File: src/pwm_dt_defs.svh
// constants of the deadtime and trigger control block
// assumes AXI4-Lite byte addresses of four times the register index
`ifndef PWM_DT_DEFS_SVH
`define PWM_DT_DEFS_SVH
`define DT_CTRL_IDX      8'h22
`define TRIG_CS_IDX      8'h23
`define DT_CTRL_ADDR     8'h88
`define TRIG_CS_ADDR     8'h8C
`define DT_CTRL_RST      8'h00
`define TRIG_CS_RST      8'h00
`define PRESCALE_MSB     7
`define PRESCALE_LSB     6
`define DTCOUNT_MSB      5
`define TRIG_FLAG_BIT    7
`define INIT_TRIG_BIT    6
`define DIV4_LAST        4'h3
`define DIV16_LAST       4'hF
`define RESP_OKAY        2'h0
`define RESP_SLVERR      2'h2
`endif

File: src/pwm_dt_pkg.sv
// types of the deadtime and trigger control block
// assumes nothing beyond the constants header
package pwm_dt_pkg;
    typedef logic [7:0]  reg8_t;
    typedef logic [15:0] count16_t;
    typedef logic [5:0]  dtcount_t;
    typedef logic [3:0]  prediv_t;
endpackage : pwm_dt_pkg

File: src/pwm_deadtime_trigger_ctrl.sv
// shared deadtime timing and external trigger generation of a PWM timer
// assumes counter, compares, pair enables and PWM levels come from CLK logic
//
// Register access over AXI4-Lite was chosen for this implementation.
`include "pwm_dt_defs.svh"
module pwm_deadtime_trigger_ctrl
    import pwm_dt_pkg::*;
(
    input  wire logic        CLK,
    input  wire logic        RSTN,
    input  wire logic [7:0]  S_AWADDR,
    input  wire logic        S_AWVALID,
    output logic             S_AWREADY,
    input  wire logic [31:0] S_WDATA,
    input  wire logic [3:0]  S_WSTRB,
    input  wire logic        S_WVALID,
    output logic             S_WREADY,
    output logic [1:0]       S_BRESP,
    output logic             S_BVALID,
    input  wire logic        S_BREADY,
    input  wire logic [7:0]  S_ARADDR,
    input  wire logic        S_ARVALID,
    output logic             S_ARREADY,
    output logic [31:0]      S_RDATA,
    output logic [1:0]       S_RRESP,
    output logic             S_RVALID,
    input  wire logic        S_RREADY,
    input  wire logic        WRITE_PROTECT_DISABLE,
    input  wire logic [3:0]  PAIR_DEADTIME_ENABLE,
    input  wire logic [15:0] COUNTER_VALUE,
    input  wire logic [15:0] INIT_VALUE,
    input  wire logic [15:0] CHAN_COMPARE [6],
    input  wire logic [7:0]  PWM_IN,
    output logic [7:0]       PWM_OUT,
    output logic             TRIGGER_OUT
);
    // ****************************************************************
    // register bus
    // ****************************************************************
    reg8_t       dt_ctrl_ff;
    reg8_t       trig_en_ff;
    logic        flag_ff;
    logic        armed_ff;
    logic        aw_got_ff;
    logic        w_got_ff;
    logic [7:0]  awaddr_ff;
    logic [31:0] wdata_ff;
    logic        wstrb0_ff;
    logic        trig_ev;
    logic        do_wr;
    logic        wr_dt;
    logic        wr_trig;
    logic        rd_hs;

    assign do_wr   = aw_got_ff && w_got_ff && !S_BVALID;
    assign wr_dt   = do_wr && wstrb0_ff && (awaddr_ff == `DT_CTRL_ADDR);
    assign wr_trig = do_wr && wstrb0_ff && (awaddr_ff == `TRIG_CS_ADDR);
    assign rd_hs   = S_ARVALID && S_ARREADY;

    always_ff @(posedge CLK or negedge RSTN) begin
        if (!RSTN) begin
            S_AWREADY <= 1'b1;
            S_WREADY  <= 1'b1;
            aw_got_ff <= 1'b0;
            w_got_ff  <= 1'b0;
            awaddr_ff <= 8'h00;
            wdata_ff  <= 32'h0;
            wstrb0_ff <= 1'b0;
            S_BVALID  <= 1'b0;
            S_BRESP   <= `RESP_OKAY;
        end else begin
            if (S_AWVALID && S_AWREADY) begin
                awaddr_ff <= S_AWADDR;
                aw_got_ff <= 1'b1;
                S_AWREADY <= 1'b0;
            end
            if (S_WVALID && S_WREADY) begin
                wdata_ff  <= S_WDATA;
                wstrb0_ff <= S_WSTRB[0];
                w_got_ff  <= 1'b1;
                S_WREADY  <= 1'b0;
            end
            if (do_wr) begin
                aw_got_ff <= 1'b0;
                w_got_ff  <= 1'b0;
                S_BVALID  <= 1'b1;
                S_BRESP   <= (awaddr_ff == `DT_CTRL_ADDR || awaddr_ff == `TRIG_CS_ADDR)
                             ? `RESP_OKAY : `RESP_SLVERR;
            end else if (S_BVALID && S_BREADY) begin
                S_BVALID  <= 1'b0;
                S_AWREADY <= 1'b1;
                S_WREADY  <= 1'b1;
            end
        end
    end

    always_ff @(posedge CLK or negedge RSTN) begin
        if (!RSTN) begin
            S_ARREADY <= 1'b1;
            S_RVALID  <= 1'b0;
            S_RDATA   <= 32'h0;
            S_RRESP   <= `RESP_OKAY;
        end else if (rd_hs) begin
            S_ARREADY <= 1'b0;
            S_RVALID  <= 1'b1;
            S_RRESP   <= `RESP_OKAY;
            if (S_ARADDR == `DT_CTRL_ADDR) begin
                S_RDATA <= {24'h0, dt_ctrl_ff};
            end else if (S_ARADDR == `TRIG_CS_ADDR) begin
                S_RDATA <= {24'h0, flag_ff, trig_en_ff[6:0]};
            end else begin
                S_RDATA <= 32'h0;
                S_RRESP <= `RESP_SLVERR;
            end
        end else if (S_RVALID && S_RREADY) begin
            S_RVALID  <= 1'b0;
            S_ARREADY <= 1'b1;
        end
    end

    // ****************************************************************
    // control registers
    // ****************************************************************
    always_ff @(posedge CLK or negedge RSTN) begin
        if (!RSTN) begin
            dt_ctrl_ff <= `DT_CTRL_RST;
        end else if (wr_dt && WRITE_PROTECT_DISABLE) begin
            dt_ctrl_ff <= wdata_ff[7:0];
        end
    end

    always_ff @(posedge CLK or negedge RSTN) begin
        if (!RSTN) begin
            trig_en_ff <= `TRIG_CS_RST;
        end else if (wr_trig) begin
            trig_en_ff <= {1'b0, wdata_ff[6:0]};
        end
    end

    // read of a set flag arms the clear; a new trigger or a write to the trigger register disarms
    always_ff @(posedge CLK or negedge RSTN) begin
        if (!RSTN) begin
            armed_ff <= 1'b0;
        end else if (trig_ev || wr_trig) begin
            armed_ff <= 1'b0;
        end else if (rd_hs && S_ARADDR == `TRIG_CS_ADDR && flag_ff) begin
            armed_ff <= 1'b1;
        end
    end

    // a trigger in the clearing cycle wins over the clear
    always_ff @(posedge CLK or negedge RSTN) begin
        if (!RSTN) begin
            flag_ff <= 1'b0;
        end else if (trig_ev) begin
            flag_ff <= 1'b1;
        end else if (wr_trig && armed_ff && !wdata_ff[`TRIG_FLAG_BIT]) begin
            flag_ff <= 1'b0;
        end
    end

    // ****************************************************************
    // trigger generation
    // ****************************************************************
    logic [6:0] hits;
    logic [6:0] hits_q_ff;
    logic [5:0] chan_en;

    // channels 5..0 from bits 3,2,1,0,5,4; channels 6 and 7 have no compare input
    assign chan_en = {trig_en_ff[3:0], trig_en_ff[5:4]};
    assign hits[6] = trig_en_ff[`INIT_TRIG_BIT] && (COUNTER_VALUE == INIT_VALUE);
    for (genvar c = 0; c < 6; c++) begin : g_hit
        assign hits[c] = chan_en[c] && (COUNTER_VALUE == CHAN_COMPARE[c]);
    end
    // each source fires once as its match begins
    assign trig_ev = |(hits & ~hits_q_ff);

    always_ff @(posedge CLK or negedge RSTN) begin
        if (!RSTN) begin
            hits_q_ff   <= 7'h00;
            TRIGGER_OUT <= 1'b0;
        end else begin
            hits_q_ff   <= hits;
            TRIGGER_OUT <= trig_ev;
        end
    end

    // ****************************************************************
    // deadtime insertion
    // ****************************************************************
    logic     [1:0] dt_prescale;
    dtcount_t       dt_count;
    prediv_t        pre_last;
    logic     [7:0] raw_q_ff;

    // one setting for every channel
    assign dt_prescale = dt_ctrl_ff[`PRESCALE_MSB:`PRESCALE_LSB];
    assign dt_count    = dt_ctrl_ff[`DTCOUNT_MSB:0];
    assign pre_last    = !dt_prescale[1] ? 4'h0 :
                         (dt_prescale[0] ? `DIV16_LAST : `DIV4_LAST);

    always_ff @(posedge CLK or negedge RSTN) begin
        if (!RSTN) begin
            raw_q_ff <= 8'h00;
        end else begin
            raw_q_ff <= PWM_IN;
        end
    end

    for (genvar n = 0; n < 8; n++) begin : g_dt
        prediv_t  pre_ff;
        dtcount_t cnt_ff;
        always_ff @(posedge CLK or negedge RSTN) begin
            if (!RSTN) begin
                pre_ff     <= 4'h0;
                cnt_ff     <= 6'h00;
                PWM_OUT[n] <= 1'b0;
            end else if (!PAIR_DEADTIME_ENABLE[n/2] || !PWM_IN[n]) begin
                pre_ff     <= 4'h0;
                cnt_ff     <= 6'h00;
                PWM_OUT[n] <= PWM_IN[n];
            end else if (!raw_q_ff[n]) begin
                pre_ff     <= 4'h0;
                cnt_ff     <= dt_count;
                PWM_OUT[n] <= (dt_count == 6'h00);
            end else if (cnt_ff != 6'h00) begin
                if (pre_ff == pre_last) begin
                    pre_ff     <= 4'h0;
                    cnt_ff     <= cnt_ff - 6'h01;
                    PWM_OUT[n] <= (cnt_ff == 6'h01);
                end else begin
                    pre_ff <= pre_ff + 4'h1;
                end
            end else begin
                PWM_OUT[n] <= 1'b1;
            end
        end
    end
endmodule : pwm_deadtime_trigger_ctrl

File: config.mk
export PLATFORM = sky130hd
export DESIGN_NAME = pwm_deadtime_trigger_ctrl
export DESIGN_NICKNAME = d
export VERILOG_FILES = /design/src/pwm_dt_pkg.sv /design/src/pwm_deadtime_trigger_ctrl.sv
export VERILOG_INCLUDE_DIRS = /design/src /design/src/src
export SDC_FILE = /design/constraint.sdc
export NUM_CORES = 1
export LEC_CHECK = 0
export BUFFER_PORTS_ARGS = -buffer_cell sky130_fd_sc_hd__buf_2
export CAP_MARGIN = 20
export CORE_MARGIN = 2
export CORE_UTILIZATION = 40
export DETAILED_ROUTE_END_ITERATION = 8
export PLACE_DENSITY = 0.67
export RECOVER_POWER = 25
export SLEW_MARGIN = 5
export SYNTH_ARGS = -nofsm -noshare
export SYNTH_HDL_FRONTEND = slang
export SYNTH_SLANG_ARGS = --single-unit
File: constraint.sdc
create_clock -name CLK -period 1.8 [get_ports CLK]
set_input_delay 0.36 -clock CLK [delete_from_list [all_inputs] [get_ports CLK]]
set_output_delay 0.36 -clock CLK [all_outputs]
set_load 0.01 [all_outputs]
# --- Word-level counts from Yosys, hierarchy flattened ---
# Cells that the tools add are included.
word_totals:
  out_inout_bits: 50
  regBits: 181
  word_cells: 306
  inputBits: 200
classes:
  reduce_logical: 70
  eq_ne: 51
  bitwise: 2
  add_sub_neg: 16
  muxes: 123
ops:
  columns: ["cell", "n"]
  rows:
  - ["$mux 6", 32]
  - ["$mux 4", 34]
  - ["$eq 16x16->1", 7]
  - ["$mux 1", 52]
  - ["$eq 6x1->1 const B", 8]
  - ["$ne 3x1->1 const B", 16]
  - ["$reduce_bool 6->1", 8]
  - ["$sub 6x1->6 const B", 8]
  - ["$add 4x1->4 const B", 8]
  - ["$eq 4x4->1", 8]
  - ["$eq 8x8->1 const B", 4]
  - ["$ne 4x3->1 const B", 8]
  - ["$logic_and 1x1->1", 22]
  - ["$mux 8", 2]
  - ["$reduce_and 2->1", 8]
  - ["$logic_not 1->1", 14]
  - ["$reduce_bool 2->1", 6]
  - ["$logic_or 1x1->1", 10]
  - ["$and 7x7->7", 1]
  - ["$not 7->7", 1]
  - ["$reduce_or 7->1", 1]
  - ["$logic_not 6->1", 1]
  - ["$mux 2", 3]

# --- Logic depth before layout (Yosys ltp) ---
depth:
  word_depth: 8
  mapped_depth: 9
  depth_no_buf: 7

# --- Worst setup path before layout ---
# Ideal clock, no wire load.
synth_timing:
  path_kind: "reg2reg"
  startpoint: "register g_dt[3].pre_ff[0]"
  endpoint: "register g_dt[3].cnt_ff[4]"
  period_less_slack_ns: 1.927
  n_path_buf: 1
  setup_slack_ns: -0.127
  required_time_ns: 1.696
  setup_ns: 0.104
  path_stages_with_launch: 7
  arrival_time_ns: 1.823
  path_cell_list: "dfrtp_1 or4_1 o21bai_2 o22ai_1 buf_2 or4b_1 o311ai_1"
synth_between:
  elab_chain_len: 3
synth_lines:
  columns: ["item", "line", "source"]
  rows:
  - ["start: declaration", "pwm_deadtime_trigger_ctrl.sv:211", "prediv_t pre_ff;"]
  - ["start signal: assignment", "pwm_deadtime_trigger_ctrl.sv:232", "pre_ff <= pre_ff + 4'h1;"]
  - ["$eq 4x4->1", "pwm_deadtime_trigger_ctrl.sv:227", "if (pre_ff == pre_last) begin"]
  - ["$ne 3x1->1 (no line)", null, null]
  - ["$reduce_and 2->1 (no line)", null, null]
  - ["end signal: assignment", "pwm_deadtime_trigger_ctrl.sv:224", "cnt_ff <= dt_count;"]
  - ["end signal: assignment", "pwm_deadtime_trigger_ctrl.sv:229", "cnt_ff <= cnt_ff - 6'h01;"]
  - ["end: declaration", "pwm_deadtime_trigger_ctrl.sv:212", "dtcount_t cnt_ff;"]
# No other way between the ends.
# A chain may end at the register's enable or synchronous reset.

# --- Final worst setup path ---
layout_timing:
  startpoint: "register dt_ctrl_ff[6]"
  endpoint: "register g_dt[1].cnt_ff[3]"
layout_between:
  elab_chain_len: 5
layout_lines:
  columns: ["item", "line", "source"]
  rows:
  - ["start: declaration", "pwm_deadtime_trigger_ctrl.sv:40", "reg8_t dt_ctrl_ff;"]
  - ["start signal: assignment", "pwm_deadtime_trigger_ctrl.sv:126", "dt_ctrl_ff <= `DT_CTRL_RST;"]
  - ["start signal: assignment", "pwm_deadtime_trigger_ctrl.sv:128", "dt_ctrl_ff <= wdata_ff[7:0];"]
  - ["$mux 4 (no line)", null, null]
  - ["$mux 4", "pwm_deadtime_trigger_ctrl.sv:199", "assign pre_last = !dt_prescale[1] ? 4'h0 :"]
  - ["$eq 4x4->1", "pwm_deadtime_trigger_ctrl.sv:227", null]
  - ["$ne 3x1->1 (no line)", null, null]
  - ["$reduce_and 2->1 (no line)", null, null]
  - ["end signal: assignment", "pwm_deadtime_trigger_ctrl.sv:224", null]
  - ["end signal: assignment", "pwm_deadtime_trigger_ctrl.sv:229", null]
  - ["end: declaration", "pwm_deadtime_trigger_ctrl.sv:212", null]
# No other way between the ends.

==> impl_metrics.yaml <==
worst_setup_path:
  r2r_end: "g_dt[1].cnt_ff[3]"
  critical_path_data_arrival_time_ns: 2.34
  path_max_fanout: 7
  critical_path_launch_point_type: "flip-flop"
  worst_path_max_delay_cell: "sky130_fd_sc_hd__dfrtp_1"
  worst_setup_path_startpoint: "dt_ctrl_ff[6]"
  worst_path_largest_cell_delay_ns: 0.43
  timing.setup.critical_path_class: "reg2reg"
  crit_path_end_kind: "flip-flop"
  crit_path_cell_trace: "buf_12 > or3_4 > a21oi_4 > o22ai_4 > or3_1 > a31oi_1 > a32o_1"
  reg2regPathDepth: 7
  crit_required_ns: 2.17
  r2r_slack_ns: -0.17
  rr_startpoint: "dt_ctrl_ff[6]"
cts:
  clk_root_buffer_cell: "sky130_fd_sc_hd__clkbuf_16"
  clkLatencyLatePin_ns: 0.44
  clockBufferDepth: 2
  cts_num_sinks: 155
  cts-buffers-inserted: 17
  cts_tree: "done"
  clock_tree.htree_level_count: 4
  cts.reportedPaths.clkPinSlew_ns: 0.07
synthesis:
  synth_cells: 1053
  synthesis.area_per_instance_sq_um: 9.09
  postSynthRegisterBits: 155
  async_reset_ff_share_pct: 100
  synth.area.top_cells: "sky130_fd_sc_hd__dfrtp_1 40%, sky130_fd_sc_hd__xnor2_1 7.3%, sky130_fd_sc_hd__nand2_1 4.7%"
  synthDominantCellAreaShare_pct: 39.8
  synth_warnings: 0
  synth_flop_cell: "sky130_fd_sc_hd__dfrtp_1"
  post-synth-top-area-cell: "sky130_fd_sc_hd__dfrtp_1"
  unique_masters_post_synth: 61
  number_of_synthesized_flops_with_an_enable_pin: 0
  syn-cell-area_sq_mm: 0.00957
  share_of_the_yosys_chip_area_belonging_to_registers_pct: 40.6
sta:
  worst_slew_margin_relative_to_its_limit_pct: 11.3
  layout_min_cycle_time_ns: 1.97
  finalSetupViolations: 44
  worst_clock_skew_ns: 0.0110
  worstMarginPinSlew_ns: 1.33
  final_hold_viol_count: 0
  report.final.slew_viol_count: 0
  fin_ws_ns: -0.172
  rsz0062_at_grt: "yes"
  finalCritPeriodShare_pct: 110
  achievable-frequency_mhz: 507
detailed_routing:
  drt.antenna.violating_nets: 0
  wirelength_microns: 29600
  detailroute.via_count: 9343
  drt-pass1-iter-count: 5
  drt-vias-per-instance: 5.23
  first_iter_violations: 448
  wl_per_cell_microns: 16.5
  drc: 0
power:
  power.density_mw_per_mm2: 722
  worst_ir_drop_vdd_v: 0.000580
  leakage_power_nw: 6.54
  fin_total_pwr_mw: 10.0
cells_and_area:
  fin_area_sq_mm: 0.0139
  num-fill-cells: 1969
  finalCoreUtilization_pct: 59.1
  drive_above_1_share_pct: 40.6
  final_cell_count_no_fill: 1787
  fin_nets: 1685
  mostFrequentLayoutCells: "190 x sky130_fd_sc_hd__buf_2, 182 x sky130_fd_sc_hd__buf_4, 152 x sky130_fd_sc_hd__dfrtp_1"
  mostFrequentLayoutCell: "sky130_fd_sc_hd__buf_2"
  flow.area_growth_from_synthesis_pct: 44.9
global_routing:
  gr-total-overflow: 0
  antenna_found_initial: 3
  grt_pass1_wl_microns: 45100
  track_usage_pct: 23.1
  number_of_global_route_vias_before_repair: 9073
  grt_start_max_net_pins: 47
worst_hold_path:
  worst_min_delay_path_startpoint: "S_AWVALID"
  min-delay-path-class: "in2reg"
  hold_depth: 2
  min_delay_worst_endpoint: "S_AWREADY"
die:
  die_span_y_microns: 159
  placementRows: 56
  io-pin-count: 250
  floorplan.die_area_sq_mm: 0.0252
  core-area_sq_mm: 0.0235
  initial_utilization_pct: 40.8
  die-width_microns: 159
status:
  outcome: "finished, violations left"
  violated_checks: "negative setup slack"
placed_design:
  port-buffer-count: 196
  postPlaceCellArea_sq_mm: 0.0123
  placement.setup.worst_slack_ns: -0.299
  dp_hpwl_microns: 21600
  dpl.cell_count: 1724
  globalplace.congestion: 0.979
run:
  drv.max_cap_violation_count: 0
worst max-delay path by stage:
stage                                   end  slack, ns  cells after the start
after floorplan           g_dt[3].cnt_ff[4]      -0.12                      6
after global placement    g_dt[6].cnt_ff[2]      -0.23                      7
after detailed placement  g_dt[6].cnt_ff[2]      -0.30                      7
after CTS                 g_dt[3].cnt_ff[5]      -0.15                      6
after global routing      g_dt[3].cnt_ff[5]      -0.25                      7
final                     g_dt[1].cnt_ff[3]      -0.17                      7
critical path, delay by kind of cell, from the launching register on:
family / cells / cell delay [ns]
AO/OA/AOI/OAI: 4 / 0.67
buffers and inverters: 1 / 0.16
flip-flops: 1 / 0.43
AND/OR/NAND/NOR: 2 / 0.66
cell usage after synthesis, types with 3 or more instances:
library cell	n
sky130_fd_sc_hd__a21boi_0	4
sky130_fd_sc_hd__a21o_1	11
sky130_fd_sc_hd__a21oi_1	31
sky130_fd_sc_hd__a22o_1	9
sky130_fd_sc_hd__a31oi_1	4
sky130_fd_sc_hd__and3_1	3
sky130_fd_sc_hd__buf_2	10
sky130_fd_sc_hd__buf_4	26
sky130_fd_sc_hd__clkbuf_1	29
sky130_fd_sc_hd__dfrtp_1	152
sky130_fd_sc_hd__dfstp_2	3
sky130_fd_sc_hd__ha_1	32
sky130_fd_sc_hd__inv_1	45
sky130_fd_sc_hd__mux2_2	32
sky130_fd_sc_hd__mux2i_1	10
sky130_fd_sc_hd__nand2_1	119
sky130_fd_sc_hd__nand2b_1	6
sky130_fd_sc_hd__nand3_1	57
sky130_fd_sc_hd__nand4_1	20
sky130_fd_sc_hd__nor2_1	42
sky130_fd_sc_hd__nor3_1	21
sky130_fd_sc_hd__nor3b_1	18
sky130_fd_sc_hd__nor4_1	19
sky130_fd_sc_hd__o211ai_1	19
sky130_fd_sc_hd__o21ai_0	65
sky130_fd_sc_hd__o21ai_1	26
sky130_fd_sc_hd__o21bai_1	5
sky130_fd_sc_hd__o221ai_1	4
sky130_fd_sc_hd__o22ai_1	30
sky130_fd_sc_hd__o311ai_1	6
sky130_fd_sc_hd__o31ai_1	10
sky130_fd_sc_hd__or2_1	4
sky130_fd_sc_hd__or3_1	21
sky130_fd_sc_hd__or4_1	14
sky130_fd_sc_hd__xnor2_1	80
sky130_fd_sc_hd__xor2_1	29
cells by family after synthesis:
family / synth area share, %
other: 0.0392
multiplexers: 4.81
adder cells (fa/ha/maj): 4.19
XOR/XNOR: 9.98
flip-flops: 40.6
AO/OA/AOI/OAI: 15.7
AND/OR/NAND/NOR: 19.1
buffers and inverters: 5.58
flip-flops by register name (all words and copies together), names as in the netlist, 7 cells and up:
register     cells
trig_en_ff       7
awaddr_ff        8
g_dt.cnt_ff     48
hits_q_ff        7
raw_q_ff         8
PWM_OUT          8
dt_ctrl_ff       8
wdata_ff         8
S_RDATA          8
g_dt.pre_ff     32
per-stage QoR:
step / hold slack, ns / setup TNS (ns)
floorplan: 0.0644 / -0.244
global placement: 0.341 / -3.02
finish: 0.0961 / -2.63
global route: 0.0939 / -8.46
CTS: 0.0638 / -1.42
detailed placement: 0.337 / -4.37
report_power, final:
part / internal [mW] / switching, mW
clock network: 1.84 / 1.60
registers: 3.86 / 0.289
logic: 1.19 / 1.23
total: 6.88 / 3.12
per-layer routing:
| layer | track usage (%) | vias up | share of wire, % |
|---|---|---|---|
| met5 | 0 | - | 0.044 |
| li1 | - | 4544 | - |
| met1 | 27.3 | 4453 | 41 |
| met3 | 5.61 | 56 | 5.6 |
| met4 | 9.52 | 2 | 3.2 |
| met2 | 40.0 | 288 | 50 |
final cells by class:
class	instances	area, sq um	share of cell area (%)
Multi-Input combinational cell	812	6010	43.3
Sequential cell	155	3880	28.0
Timing Repair Buffer	421	2840	20.5
Clock buffer	19	443	3.19
Tap cell	319	399	2.88
Inverter	46	173	1.25
Clock inverter	13	113	0.812
Antenna cell	2	5.00	0.0361
timing repair:
| item | 4_1_cts | 5_1_grt |
|---|---|---|
| endpoints found under the hold margin | 38 | 0 |
| setup buffers | 11 | 20 |
| gates resized for setup | 50 | 144 |
| cloned | 0 | 2 |
| endpoints found under the setup margin | 49 | 92 |
| hold buffers | 1 | 0 |
| pin swaps | 27 | 78 |
Power figures use the tool's default switching activity.
